### src/rifc_regs.vh
`ifndef RIFC_REGS_VH
`define RIFC_REGS_VH
// register indexes on the register port
`define RIFC_ENABLE_ADDR 8'h3F
`define RIFC_CTL_ADDR 8'h41
`define RIFC_CLEAR_ADDR 8'h42
`define RIFC_FLAGS_ADDR 8'h43
// bit positions shared by enable, clear and flag registers
`define RIFC_BIT_SLEEP_TMO 7
`define RIFC_BIT_RX_TMO 6
`define RIFC_BIT_STRENGTH 5
`define RIFC_BIT_PREAMBLE 4
`define RIFC_BIT_SYNCWORD 3
`define RIFC_BIT_NODE 2
`define RIFC_BIT_CHECKSUM 1
`define RIFC_BIT_PKT_END 0
// selector fields of the routing register
`define RIFC_SEL_TWO_MSB 7
`define RIFC_SEL_TWO_LSB 4
`define RIFC_SEL_ONE_MSB 3
`define RIFC_SEL_ONE_LSB 0
// reset values
`define RIFC_ENABLE_RST 8'h00
`define RIFC_CTL_RST 8'h00
`define RIFC_FLAGS_RST 8'h00
// data modes
`define RIFC_MODE_DIRECT 2'h0
`define RIFC_MODE_BUFFER 2'h1
`define RIFC_MODE_PACKET 2'h2
// operating states; all but sleep accept clear writes
`define RIFC_ST_SLEEP 3'h0
`define RIFC_ST_STANDBY 3'h1
`define RIFC_ST_TUNE 3'h2
`define RIFC_ST_RECEIVE 3'h3
`define RIFC_ST_EEPROM 3'h4
`endif

### src/rifc_irq_route.v
`timescale 1ns/1ps
`include "rifc_regs.vh"
module rifc_irq_route (
	input wire [3:0] sel,
	input wire [1:0] dataMode,
	input wire [7:0] flags,
	input wire [4:0] fifoStatus,
	output reg irqLevel
);
	// fifoStatus: {overflow, writeByte, full, threshold, notEmpty}
	always @* begin
		irqLevel = 1'b0;
		if (dataMode == `RIFC_MODE_PACKET) begin
			case (sel)
				4'h1: irqLevel = flags[`RIFC_BIT_STRENGTH];
				4'h2: irqLevel = flags[`RIFC_BIT_PREAMBLE];
				4'h3: irqLevel = flags[`RIFC_BIT_SYNCWORD];
				4'h4: irqLevel = flags[`RIFC_BIT_NODE];
				4'h5: irqLevel = flags[`RIFC_BIT_CHECKSUM];
				4'h6: irqLevel = flags[`RIFC_BIT_PKT_END];
				4'h7: irqLevel = flags[`RIFC_BIT_SLEEP_TMO];
				4'h8: irqLevel = flags[`RIFC_BIT_RX_TMO];
				4'h9: irqLevel = fifoStatus[0];
				4'hA: irqLevel = fifoStatus[1];
				4'hB: irqLevel = fifoStatus[2];
				4'hC: irqLevel = fifoStatus[3];
				4'hD: irqLevel = fifoStatus[4];
				default: irqLevel = 1'b0;
			endcase
		end else begin
			case (sel)
				4'h1: irqLevel = flags[`RIFC_BIT_STRENGTH];
				4'h2: irqLevel = flags[`RIFC_BIT_PREAMBLE];
				4'h3: irqLevel = flags[`RIFC_BIT_SYNCWORD];
				4'h4: irqLevel = flags[`RIFC_BIT_SLEEP_TMO];
				4'h5: irqLevel = flags[`RIFC_BIT_RX_TMO];
				4'h6: irqLevel = (dataMode == `RIFC_MODE_BUFFER) ? fifoStatus[0] : 1'b0;
				4'h7: irqLevel = (dataMode == `RIFC_MODE_BUFFER) ? fifoStatus[1] : 1'b0;
				4'h8: irqLevel = (dataMode == `RIFC_MODE_BUFFER) ? fifoStatus[2] : 1'b0;
				4'h9: irqLevel = (dataMode == `RIFC_MODE_BUFFER) ? fifoStatus[3] : 1'b0;
				4'hA: irqLevel = (dataMode == `RIFC_MODE_BUFFER) ? fifoStatus[4] : 1'b0;
				default: irqLevel = 1'b0;
			endcase
		end
	end
endmodule // rifc_irq_route

### src/rifc_flag_clear.v
`timescale 1ns/1ps
`include "rifc_regs.vh"
module rifc_flag_clear #(
	parameter NUM_EVENTS = 8
) (
	input wire clock,
	input wire rst_b,
	input wire regWrite,
	input wire regRead,
	input wire [7:0] regAddr,
	input wire [7:0] regWrData,
	output reg [7:0] regRdData_q,
	input wire [2:0] opState,
	input wire [1:0] dataMode,
	input wire fskDemod,
	input wire sleepTimerOn,
	input wire sleepTimerExpire,
	input wire rxTimerOn,
	input wire rxTimerExpire,
	input wire strengthAboveThresh,
	input wire preambleValid,
	input wire syncwordDetect,
	input wire nodeMatch,
	input wire checksumGood,
	input wire packetEnd,
	input wire [4:0] fifoStatus,
	output reg irqOutOne_q,
	output reg irqOutTwo_q
);
	// register state and next values
	reg [7:0] enable_q;
	reg [7:0] enable_d;
	reg [7:0] routeCtl_q;
	reg [7:0] routeCtl_d;
	reg [NUM_EVENTS-1:0] flags_q;
	wire [NUM_EVENTS-1:0] flags_d;
	reg [7:0] regRdData_d;

	// decode of the register port and of the event sources
	reg clearAllowed;
	reg [NUM_EVENTS-1:0] rawEvent;
	wire packetMode;
	wire clearWrite;
	wire enableWrite;
	wire routeWrite;
	wire [NUM_EVENTS-1:0] setMask;
	wire [NUM_EVENTS-1:0] clearMask;
	wire sleepTimeoutHit;
	wire receiveTimeoutHit;
	wire strengthValidHit;
	wire preamblePassHit;
	wire syncwordPassHit;
	wire nodeMatchHit;
	wire checksumPassHit;
	wire packetEndHit;

	// interrupt routing
	wire [3:0] selOne;
	wire [3:0] selTwo;
	wire irqOneLevel;
	wire irqTwoLevel;

	assign enableWrite = regWrite && (regAddr == `RIFC_ENABLE_ADDR);
	assign routeWrite = regWrite && (regAddr == `RIFC_CTL_ADDR);

	// outside these states the write reaches nothing, so a sleeping part keeps its flags
	always @* begin
		case (opState)
			`RIFC_ST_STANDBY: clearAllowed = 1'b1;
			`RIFC_ST_TUNE: clearAllowed = 1'b1;
			`RIFC_ST_RECEIVE: clearAllowed = 1'b1;
			`RIFC_ST_EEPROM: clearAllowed = 1'b1;
			default: clearAllowed = 1'b0;
		endcase
	end
	assign clearWrite = regWrite && (regAddr == `RIFC_CLEAR_ADDR) && clearAllowed;

	// each source except preamble and syncword only counts under the condition its flag is defined for
	assign packetMode = (dataMode == `RIFC_MODE_PACKET);
	assign sleepTimeoutHit = sleepTimerOn && sleepTimerExpire;
	assign receiveTimeoutHit = rxTimerOn && rxTimerExpire;
	assign strengthValidHit = fskDemod && strengthAboveThresh;
	assign preamblePassHit = preambleValid;
	assign syncwordPassHit = syncwordDetect;
	assign nodeMatchHit = packetMode && nodeMatch;
	assign checksumPassHit = packetMode && checksumGood;
	// a failed node or checksum test still ends the packet, so packet end ignores both
	assign packetEndHit = packetMode && packetEnd;

	// bit n of the event vector lines up with bit n of enable, clear and flags
	always @* begin
		rawEvent = {NUM_EVENTS{1'b0}};
		rawEvent[`RIFC_BIT_SLEEP_TMO] = sleepTimeoutHit;
		rawEvent[`RIFC_BIT_RX_TMO] = receiveTimeoutHit;
		rawEvent[`RIFC_BIT_STRENGTH] = strengthValidHit;
		rawEvent[`RIFC_BIT_PREAMBLE] = preamblePassHit;
		rawEvent[`RIFC_BIT_SYNCWORD] = syncwordPassHit;
		rawEvent[`RIFC_BIT_NODE] = nodeMatchHit;
		rawEvent[`RIFC_BIT_CHECKSUM] = checksumPassHit;
		rawEvent[`RIFC_BIT_PKT_END] = packetEndHit;
	end

	// enable is looked at only at event time; dropping it later leaves a set flag alone
	assign setMask = rawEvent & enable_q[NUM_EVENTS-1:0];
	assign clearMask = clearWrite ? regWrData[NUM_EVENTS-1:0] : {NUM_EVENTS{1'b0}};

	genvar i;
	generate
		for (i = 0; i < NUM_EVENTS; i = i + 1) begin : gFlag
			// a new event wins over a clear in the same cycle, so no event is lost
			assign flags_d[i] = setMask[i] |
				(flags_q[i] & ~clearMask[i]);
		end
	endgenerate

	always @(posedge clock) begin
		if (!rst_b) begin
			flags_q <= `RIFC_FLAGS_RST;
		end else begin
			flags_q <= flags_d;
		end
	end

	always @* begin
		enable_d = enable_q;
		if (enableWrite) begin
			enable_d = regWrData;
		end
	end

	always @(posedge clock) begin
		if (!rst_b) begin
			enable_q <= `RIFC_ENABLE_RST;
		end else begin
			enable_q <= enable_d;
		end
	end

	always @* begin
		routeCtl_d = routeCtl_q;
		if (routeWrite) begin
			routeCtl_d = regWrData;
		end
	end

	always @(posedge clock) begin
		if (!rst_b) begin
			routeCtl_q <= `RIFC_CTL_RST;
		end else begin
			routeCtl_q <= routeCtl_d;
		end
	end

	// clear register is write-only and reads back as zero, as does any unmapped index
	always @* begin
		regRdData_d = regRdData_q;
		if (regRead) begin
			case (regAddr)
				`RIFC_ENABLE_ADDR: regRdData_d = enable_q;
				`RIFC_CTL_ADDR: regRdData_d = routeCtl_q;
				`RIFC_FLAGS_ADDR: regRdData_d = flags_q;
				default: regRdData_d = 8'h00;
			endcase
		end
	end

	always @(posedge clock) begin
		if (!rst_b) begin
			regRdData_q <= 8'h00;
		end else begin
			regRdData_q <= regRdData_d;
		end
	end

	assign selOne = routeCtl_q[`RIFC_SEL_ONE_MSB:`RIFC_SEL_ONE_LSB];
	assign selTwo = routeCtl_q[`RIFC_SEL_TWO_MSB:`RIFC_SEL_TWO_LSB];

	// both outputs share one mapping, so one decoder serves each; fifo levels only pass through
	rifc_irq_route uRouteOne (
		.sel(selOne),
		.dataMode(dataMode),
		.flags(flags_q),
		.fifoStatus(fifoStatus),
		.irqLevel(irqOneLevel)
	);

	rifc_irq_route uRouteTwo (
		.sel(selTwo),
		.dataMode(dataMode),
		.flags(flags_q),
		.fifoStatus(fifoStatus),
		.irqLevel(irqTwoLevel)
	);

	// registered so the pins never glitch while a selector changes
	always @(posedge clock) begin
		if (!rst_b) begin
			irqOutOne_q <= 1'b0;
		end else begin
			irqOutOne_q <= irqOneLevel;
		end
	end

	always @(posedge clock) begin
		if (!rst_b) begin
			irqOutTwo_q <= 1'b0;
		end else begin
			irqOutTwo_q <= irqTwoLevel;
		end
	end
endmodule // rifc_flag_clear

### config.mk
export PLATFORM = sky130hd
export DESIGN_NAME = rifc_flag_clear
export DESIGN_NICKNAME = d
export VERILOG_FILES = /design/src/rifc_irq_route.v /design/src/rifc_flag_clear.v
export VERILOG_INCLUDE_DIRS = /design/src
export SDC_FILE = /design/constraint.sdc
export NUM_CORES = 1
export LEC_CHECK = 0
export ABC_CLOCK_PERIOD_IN_PS = 2040
export BUFFER_PORTS_ARGS = -buffer_cell sky130_fd_sc_hd__buf_2
export CAP_MARGIN = 40
export CELL_PAD_IN_SITES_DETAIL_PLACEMENT = 0
export CELL_PAD_IN_SITES_GLOBAL_PLACEMENT = 1
export CORE_ASPECT_RATIO = 1.25
export CORE_MARGIN = 2
export CORE_UTILIZATION = 35
export CTS_CLUSTER_DIAMETER = 60
export DETAILED_ROUTE_END_ITERATION = 6
export PLACE_DENSITY = 0.73
export SETUP_SLACK_MARGIN = 0.05
export SYNTH_ARGS = -nofsm -noshare
export SYNTH_HDL_FRONTEND = slang
export SYNTH_SLANG_ARGS = --single-unit
### constraint.sdc
create_clock -name clock -period 2.04 [get_ports clock]
set_clock_uncertainty 0.15 [all_clocks]
set_input_delay 0.306 -clock clock [delete_from_list [all_inputs] [get_ports clock]]
set_output_delay 0.306 -clock clock [all_outputs]
set_load 0.02 [all_outputs]
# Word-level counts from Yosys, hierarchy flattened
# Index checks and enable logic that the tools add are counted.
[totals]
reg_bits = 34
word_cells = 92
[classes]
eq_ne = 36
muxes = 14
bitwise_logic = 25
n_reduce_logical = 11
[ops]
columns = ["operator", "count"]
rows = [
  ["4-bit equality test, second input constant", 12],
  ["4-bit by 3-bit equality test with 1-bit output, second input constant", 8],
  ["1-bit one-hot mux with 13 select lines", 2],
  ["8-bit by 7-bit equality test with 1-bit output, second input constant", 3],
  ["8-bit one-hot mux with 3 select lines", 1],
  ["1-bit one-hot mux with 10 select lines", 2],
  ["4-bit by 2-bit equality test with 1-bit output, second input constant", 4],
  ["1-bit logical AND", 10],
  ["1-bit AND", 8],
  ["8-bit AND", 1],
  ["4-bit by 1-bit equality test with 1-bit output, second input constant", 2],
  ["8-bit by 6-bit equality test with 1-bit output, second input constant", 1],
  ["1-bit two-way mux", 8],
  ["8-bit two-way mux", 1],
  ["1-bit inverter", 8],
  ["1-bit OR", 8],
  ["3-bit by 2-bit equality test with 1-bit output, second input constant", 2],
  ["4-bit OR reduction", 1],
  ["3-bit by 1-bit equality test with 1-bit output, second input constant", 1],
  ["3-bit equality test, second input constant", 1],
  ["2-bit by 1-bit equality test with 1-bit output, second input constant", 1],
  ["2-bit equality test, second input constant", 1],
]

# Depth between registers and ports, before layout
# Gate-level depths: netlist of run 1.
[logic_depth]
ltp_word = 8
depth_mapped = 7
mapped_depth_nobuf = 5

# Modules after synthesis
# Synthesis of run 1 repeated with hierarchy kept, for this count alone.
[hier_totals]
hier_cells = 250
hier_area_um2 = 2292.2
[modules_own_cells]
columns = ["module", "n_inst", "cells_each", "area_each_um2"]
rows = [
  ["rifc_flag_clear", 1, 168, 1591.5],
  ["rifc_irq_route", 2, 41, 350.3],
]

# Worst setup path before layout of run 1
# Ideal clock, no wire load.
[synth_path]
kind = "input -> register"
startpoint = "input port regAddr[7]"
endpoint = "register routeCtl_q[0]"
t_arrival_ns = 1.618
required_ns = 1.774
path_slack_ns = 0.156
cell_stages = 5
path_buffers = 0
cell_sequence = "or4b_4 nor4_4 nand3_4 mux2i_1 nor2b_1"
[synth_via]
elab_chain_len = 2
[synth_rtl]
columns = ["element", "line_no", "text"]
rows = [
  ["start: declaration", "rifc_flag_clear.v:10", "input wire [7:0] regAddr,"],
  ["8-bit by 7-bit equality test with 1-bit output", "--", ""],
  ["1-bit logical AND", "rifc_flag_clear.v:64", "assign routeWrite = regWrite && (regAddr == `RIFC_CTL_ADDR);"],
  ["end signal: assignment", "rifc_flag_clear.v:148", "routeCtl_q <= `RIFC_CTL_RST;"],
  ["end signal: assignment", "rifc_flag_clear.v:150", "routeCtl_q <= routeCtl_d;"],
  ["end: declaration", "rifc_flag_clear.v:33", "reg [7:0] routeCtl_q;"],
]
# Every way passes these cells.
# A chain may end at the register's enable or synchronous reset.

# Final worst setup path of run 1
[layout_path]
startpoint = "register routeCtl_q[1]"
endpoint = "register irqOutOne_q"
[layout_via]
elab_chain_len = 3
[layout_rtl]
columns = ["element", "line_no", "text"]
rows = [
  ["4-bit equality test (tied with other cells)", "rifc_irq_route.v:14", "case (sel)"],
  ["1-bit one-hot mux with 13 select lines / 1-bit one-hot mux with 10 select lines (equally long branches)", "rifc_irq_route.v:14, rifc_irq_route.v:31", ""],
  ["1-bit two-way mux (*)", "rifc_irq_route.v:13", "if (dataMode == `RIFC_MODE_PACKET) begin"],
  ["end signal: assignment", "rifc_flag_clear.v:200", "irqOutOne_q <= irqOneLevel;"],
  ["end: declaration", "rifc_flag_clear.v:27", "output reg irqOutOne_q,"],
]
# Mark *: on every way between the ends. The rest lies on a longest branch, timed or not.

==> results.py, run 1 <==
metrics = {
    "global_routing": {
        "grt_pass1_wl_um": 9070,
        "overflow": 0,
        "grt_pass1_vias": 1850,
        "grt_max_degree": 18,
        "grtUsageTotal_pct": 18.4,
        "antenna_found_initial": 0,
    },
    "clock_tree": {
        "worstSkewPairLatency_ns": 0.29,
        "cts_hold_buf": 0,
        "clockBufferDepth": 2,
        "cts_root_buf": "clkbuf_8",
        "cts.clk_slew.worst_paths_ns": 0.07,
        "htreeDepth": 2,
        "cts.sinks": 34,
        "cts_buffers": 5,
        "cts_tree": "done",
    },
    "cells_and_area": {
        "area_growth_pct": 24.6,
        "antennaDiodeCount": 0,
        "nFillCells": 555,
        "layout-drive-gt1-share_pct": 29.8,
        "finish.net_count": 325,
        "multi_input_area_um2": 1200,
        "area.sequential_um2": 681,
        "fin_util_pct": 45.3,
        "fin_area_um2": 2480,
    },
    "run": {
        "maxCapViolations": 0,
    },
    "synthesis": {
        "netlist_area_um2": 1990,
        "synth_cells": 226,
        "synthFlopType": "dfxtp_1",
        "synth_top_area_cell": "dfxtp_1",
        "synth_fp_nets": 267,
        "yosys-top-cells-area": "dfxtp_1, mux2i_1, nor2b_1",
        "yosys_warnings": 0,
        "synth.distinct_cells": 44,
        "synth_top_area_share_pct": 34.2,
        "ys_seq_elements": 34,
        "yosysSeqAreaShare_pct": 34.2,
        "ys_async_sr_fraction_pct": 0,
        "synth_edf_count": 0,
        "syn_area_per_cell_um2": 8.81,
    },
    "place": {
        "post-place-ws_ns": 0.0159,
        "dpl_cell_area_um2": 2390,
        "portBuffers": 50,
        "dp.final_hpwl_um": 4240,
        "place.gp.congestion": 0.812,
    },
    "power_and_ir_drop": {
        "p_leak_uw": 0.000970,
        "ir_drop_uv": 420,
        "p_clk_share_pct": 40.2,
        "cellPowerDensity_nw_per_um2": 515,
        "power.net_switching_uw": 293,
        "comb_power_share_pct": 7.8,
        "p_sw_share_pct": 23.0,
        "power_uw": 1280,
        "seqPwrFrac_pct": 52.0,
        "internal_power_uw": 984,
    },
    "timing": {
        "rsz0062_at_grt": "false",
        "relSlewSlack_pct": 59.5,
        "drv_slew": 0,
        "setup_viol": 0,
        "layout_min_cycle_time_ns": 1.84,
        "fmax_mhz": 544,
        "worst_pin_slew_ns": 0.607,
        "tns_ns": 0,
        "fin_ws_ns": 0.201,
        "hold_viol_final": 0,
        "min_period_over_period_pct": 90.1,
    },
    "route": {
        "firstDrtPassIters": 4,
        "first_iter_violations": 166,
        "vias_per_cell": 5.57,
        "drcViolationCount": 0,
        "via_count": 1944,
        "routedWlPerCell_um": 15.9,
        "ant_nets": 0,
        "routed_wl_um": 5550,
    },
    "min_path": {
        "hold_class": "in -> reg",
        "worstHoldStart": "syncwordDetect",
        "min_path_cells": 3,
        "holdPathEnd": "flags_q[3]",
    },
    "critical_path": {
        "r2r-end": "irqOutOne_q",
        "rr_worst_depth": 5,
        "cp_max_fo": 12,
        "r2r_slack_ns": 0.20,
        "crit_chain": "mux2i_1 -> a2111oi_1 -> buf_4 -> a221oi_1 -> o22ai_1",
        "worst_ep_required_time_ns": 2.10,
        "cp_top_family": "compound AO/OA/AOI/OAI gates",
        "timing.rr.start": "routeCtl_q[1]",
        "crit_path_end_kind": "flop",
        "cpPeakStageDelay_ns": 0.59,
        "crit_slowest_cell": "dfxtp_1",
        "worst_ep_arrival_time_ns": 1.90,
        "startpoint_type": "flop",
        "crit_buf_inv": 1,
        "worstSetupPathType": "reg -> reg",
    },
    "die": {
        "fp-row-count": 30,
        "die-area_um2": 6310,
        "die_width_um": 71.5,
        "die_y_um": 88.3,
        "core_area_um2": 5480,
        "start_util_pct": 36.3,
        "top_level_ports": 51,
    },
    "run_status": {
        "status": "complete, no violations",
    },
}
==> metal layers <==
metal | up-vias | global-route usage [%] | share of wire [%]
met4 | 0 | 6.86 | 2.0
met5 | - | 0 | 0
met3 | 9 | 2.85 | 4.0
met1 | 923 | 23.8 | 45
met2 | 49 | 30.9 | 49
li1 | 963 | - | -
==> repair_timing <==
item	CTS	global route
resized for setup	0	1
buffers inserted	0	0
setup endpoints to repair	0	1
==> layout make-up <==
class | count | area share (%)
clock buffer | 7 | 3.48
clock inverter | 1 | 0.202
inverter | 11 | 1.66
multi-input combinational | 164 | 48.5
sequential | 34 | 27.4
tap | 64 | 3.23
timing repair buffer | 68 | 15.5
==> stage by stage <==
stage / hold slack (ns) / cells
after floorplan: 0.304 / 226
after global placement: 0.313 / 341
after detailed placement: 0.305 / 341
after CTS: 0.118 / 349
after global routing: 0.133 / 349
final: 0.123 / 349
==> synth_stat cells, types with 3 or more instances <==
library cell  number
inv_1             11
nor2b_1           25
a21boi_0           8
dfxtp_1           34
mux2i_1           21
and3_1             3
a32oi_1            3
nand2_1            6
clkbuf_1          14
o21ai_0           18
a22oi_1           16
a31oi_1            3
nand3_1           13
mux2_2             4
a221oi_1           3
a21oi_1            5
==> kinds of logic after synthesis <==
family	Yosys count	share of synthesized area, %
compound gates	70	24.1
xor+xnor	1	0.440
buf+inv	28	5.53
flops	34	34.2
mux	26	13.9
simple gates	67	21.9
==> power by group through the flow <==
stage / Clock (µW) / Sequential (µW) / Combinational, µW
2_1_floorplan: 0 / 679 / 35.2
3_3_place_gp: 0 / 680 / 99.4
3_5_place_dp: 0 / 680 / 100
4_1_cts: 525 / 665 / 100
5_1_grt: 552 / 664 / 109
6_report: 513 / 665 / 99.5
==> worst reg2reg max path: cells and delay by family, from the launching register on <==
kind / cells / cell delay (ns)
multiplexers: 1 / 0.14
AO/OA/AOI/OAI: 3 / 0.69
flip-flops: 1 / 0.59
buffers and inverters: 1 / 0.19
==> worst max-delay path by stage <==
stage,start,end,slack [ns],depth (start not counted)
detailed placement,regAddr[7],flags_q[6],0.02,7
global route,routeCtl_q[1],irqOutOne_q,0.07,5
floorplan,regAddr[7],routeCtl_q[0],0.16,5
global placement,regAddr[7],flags_q[1],0.06,7
finish,routeCtl_q[1],irqOutOne_q,0.20,5
CTS,routeCtl_q[1],irqOutOne_q,0.17,5
==> cell usage in the layout (no fill, tap or decap), drive strengths merged, types with 2 or more instances in the layout <==
master	synthesis	routed
inv	11	11
nand3	14	14
nand4	2	2
nor2b	25	25
nor3b	2	2
a221oi	3	3
a21oi	5	5
nand3b	2	2
dfxtp	34	34
and3	3	3
nor3	2	2
nor2	2	2
o2bb2ai	2	2
a2111oi	2	2
o22ai	2	2
a31oi	3	3
buf	3	68
o2111ai	2	2
nand2	6	6
nand2b	2	2
mux2	4	4
clkbuf	14	7
a21boi	8	8
or4	2	2
a311oi	2	2
a32oi	3	3
o21ai	19	19
mux2i	21	21
a22oi	16	16
==> registers in the layout, summed over array words and instances (netlist names) <==
name and cells:
regRdData_q 8, irqOutOne_q 1, flags_q 8, routeCtl_q 8, enable_q 8, irqOutTwo_q 1
Power figures use the tool's default switching activity.
==> run 2: changes to the inputs <==
--- a/config.mk
+++ b/config.mk
@@ -6,17 +6,18 @@
 export SDC_FILE = /design/constraint.sdc
 export NUM_CORES = 1
 export LEC_CHECK = 0
-export ABC_CLOCK_PERIOD_IN_PS = 2040
+export ABC_CLOCK_PERIOD_IN_PS = 2100
 export BUFFER_PORTS_ARGS = -buffer_cell sky130_fd_sc_hd__buf_2
 export CAP_MARGIN = 40
 export CELL_PAD_IN_SITES_DETAIL_PLACEMENT = 0
 export CELL_PAD_IN_SITES_GLOBAL_PLACEMENT = 1
 export CORE_ASPECT_RATIO = 1.25
 export CORE_MARGIN = 2
-export CORE_UTILIZATION = 35
+export CORE_UTILIZATION = 39
 export CTS_CLUSTER_DIAMETER = 60
 export DETAILED_ROUTE_END_ITERATION = 6
-export PLACE_DENSITY = 0.73
+export PLACE_DENSITY = 0.8
+export RECOVER_POWER = 100
 export SETUP_SLACK_MARGIN = 0.05
 export SYNTH_ARGS = -nofsm -noshare
 export SYNTH_HDL_FRONTEND = slang
==> constraint.sdc (replaced) <==
create_clock -name clock -period 2.1 [get_ports clock]
set_clock_uncertainty 0.15 [all_clocks]
set_input_delay 0.315 -clock clock [delete_from_list [all_inputs] [get_ports clock]]
set_output_delay 0.315 -clock clock [all_outputs]
set_load 0.02 [all_outputs]
==> run 2 against run 1 <==
Net effect: clock-buffer cell count is 1 lower; sequential share of layout area increased by 0.46 points; non-clock buffer count is 2 lower; combinational power fell by 5.0%; worst setup slack better by 0.10 ns; critical path depth increased by 1; cell count fell by 1.4%; register-to-register slack improved by 0.15 ns; global-route usage grew 2.3 points; hold slack improved by 0.024 ns; clock power is 19% higher; wire length fell by 1.6%; critical endpoint is now routeCtl_q[3]; highest routed layer unchanged.
==> results.py, run 2 (same netlist as run 1, synthesis figures left out) <==
metrics = {
    "run_status": {
        "status": "complete, no violations",
    },
    "cells_and_area": {
        "finish.net_count": 323,
        "layout_commonest_cell": "buf_2",
        "layout-drive-gt1-share_pct": 23.4,
        "layout_common_cells": "buf_2, dfxtp_1, nor2b_1, mux2i_1, o21ai_0",
        "area_growth_pct": 22.5,
        "antennaDiodeCount": 0,
        "nFillCells": 507,
    },
    "clock_tree": {
        "cts.sinks": 34,
        "worstSkewPairLatency_ns": 0.29,
        "cts_hold_buf": 0,
        "cts_tree": "done",
        "postCtsSetupBuffers": 0,
        "cts_resized": 0,
        "cts_root_buf": "clkbuf_8",
        "cts.clk_slew.worst_paths_ns": 0.06,
        "clockBufferDepth": 2,
        "htreeDepth": 2,
        "cts_buffers": 5,
    },
    "global_routing": {
        "antenna_found_initial": 0,
        "grt_pass1_vias": 1788,
        "overflow": 0,
        "grtUsageTotal_pct": 20.7,
        "grt_pass1_wl_um": 8940,
        "grt_max_degree": 29,
    },
    "min_path": {
        "worstHoldStart": "syncwordDetect",
        "min_path_cells": 3,
        "holdPathEnd": "flags_q[3]",
        "hold_class": "in -> reg",
    },
    "route": {
        "routedWlPerCell_um": 15.9,
        "drcViolationCount": 0,
        "vias_per_cell": 5.64,
        "routed_wl_um": 5460,
        "firstDrtPassIters": 4,
        "via_count": 1941,
        "first_iter_violations": 170,
        "ant_nets": 0,
    },
    "timing": {
        "rsz0062_at_grt": "false",
        "tns_ns": 0,
        "fin_ws_ns": 0.306,
        "drv_slew": 0,
        "worst_pin_slew_ns": 0.697,
        "setup_viol": 0,
        "relSlewSlack_pct": 53.4,
        "hold_viol_final": 0,
        "min_period_over_period_pct": 85.4,
        "layout_min_cycle_time_ns": 1.79,
        "fmax_mhz": 557,
    },
    "place": {
        "post-place-ws_ns": 0.0285,
        "dp.final_hpwl_um": 4110,
        "portBuffers": 50,
        "place.gp.congestion": 0.824,
    },
    "power_and_ir_drop": {
        "power_uw": 1350,
        "p_sw_share_pct": 21.0,
        "seqPwrFrac_pct": 47.7,
        "p_clk_share_pct": 45.3,
        "power.net_switching_uw": 284,
        "p_leak_uw": 0.000904,
        "comb_power_share_pct": 7.0,
        "ir_drop_uv": 530,
        "internal_power_uw": 1070,
        "cellPowerDensity_nw_per_um2": 555,
    },
    "critical_path": {
        "rr_worst_depth": 5,
        "worst_ep_arrival_time_ns": 1.82,
        "cp_max_fo": 8,
        "worst_ep_required_time_ns": 2.13,
        "cpPeakStageDelay_ns": 0.56,
        "crit_path_end_kind": "flop",
        "startpoint_type": "primary input",
        "timing.rr.start": "routeCtl_q[1]",
        "worstSetupPathType": "in -> reg",
        "crit_chain": "buf_2 -> or4b_1 -> nor4_2 -> nand3_4 -> mux2i_1 -> nor2b_1",
        "crit_slowest_cell": "or4b_1",
        "r2r_slack_ns": 0.35,
        "r2r-end": "irqOutOne_q",
    },
    "die": {
        "fp-row-count": 29,
        "top_level_ports": 51,
        "die_y_um": 83.9,
        "die-area_um2": 5700,
        "core_area_um2": 5010,
        "die_width_um": 67.9,
        "start_util_pct": 39.8,
    },
    "run": {
        "maxCapViolations": 0,
    },
}
## run 2: cell types whose count changed in the layout (fill, tap and decap cells not counted), moves of 2 or more
cell	change
clkbuf_2	+2
clkbuf_1	+14
buf_2	-12
buf_4	-7
## run 2: per-layer routing
layer	up-vias	track usage [%]	share of wire (%)
met5	-	0	0
met4	0	9.09	2.3
met3	12	3.24	5.0
met2	56	31.4	50
met1	914	28.4	43
li1	959	-	-
## run 2: worst max-delay path by stage
stage	startpoint	endpoint	slack (ns)	cells past startpoint
after floorplan	regAddr[7]	routeCtl_q[0]	0.21	5
after global placement	regAddr[7]	flags_q[5]	0.1	7
after detailed placement	regAddr[7]	flags_q[6]	0.03	7
after CTS	routeCtl_q[1]	irqOutOne_q	0.33	5
after global routing	routeCtl_q[1]	irqOutOne_q	0.1	5
final	regAddr[2]	routeCtl_q[3]	0.31	6
## run 2: area by class of cell
type                       count  area, µm²  area share [%]
timing repair buffer          66        339            13.9
multi-input combinational    164       1190            48.7
sequential                    34        681            27.9
tap                           62       77.6            3.18
clock inverter                 1       30.0            1.23
inverter                      11       41.3            1.69
clock buffer                   6       82.6            3.38
## run 2: worst max-delay path, delay by kind of cell
family / cells / cell delay, ns
buf+inv: 1 / 0.10
mux: 1 / 0.21
simple gates: 4 / 1.18
## run 2: metrics by stage
step,instances,utilization [%],cell area [µm²],hold slack [ns]
3_3_place_gp,337,47.4,2370,0.313
4_1_cts,344,49.6,2480,0.141
3_5_place_dp,337,47.4,2370,0.317
6_report,344,48.7,2440,0.147
5_1_grt,344,48.7,2440,0.154
2_1_floorplan,226,-,1990,0.304
## run 2: power by group through the flow
stage	logic (µW)	clock network, µW	registers [µW]
4_1_cts	97.8	625	645
6_report	94.5	613	646
2_1_floorplan	34.2	0	660
3_5_place_dp	97.7	0	660
3_3_place_gp	97.0	0	660
5_1_grt	104	644	645
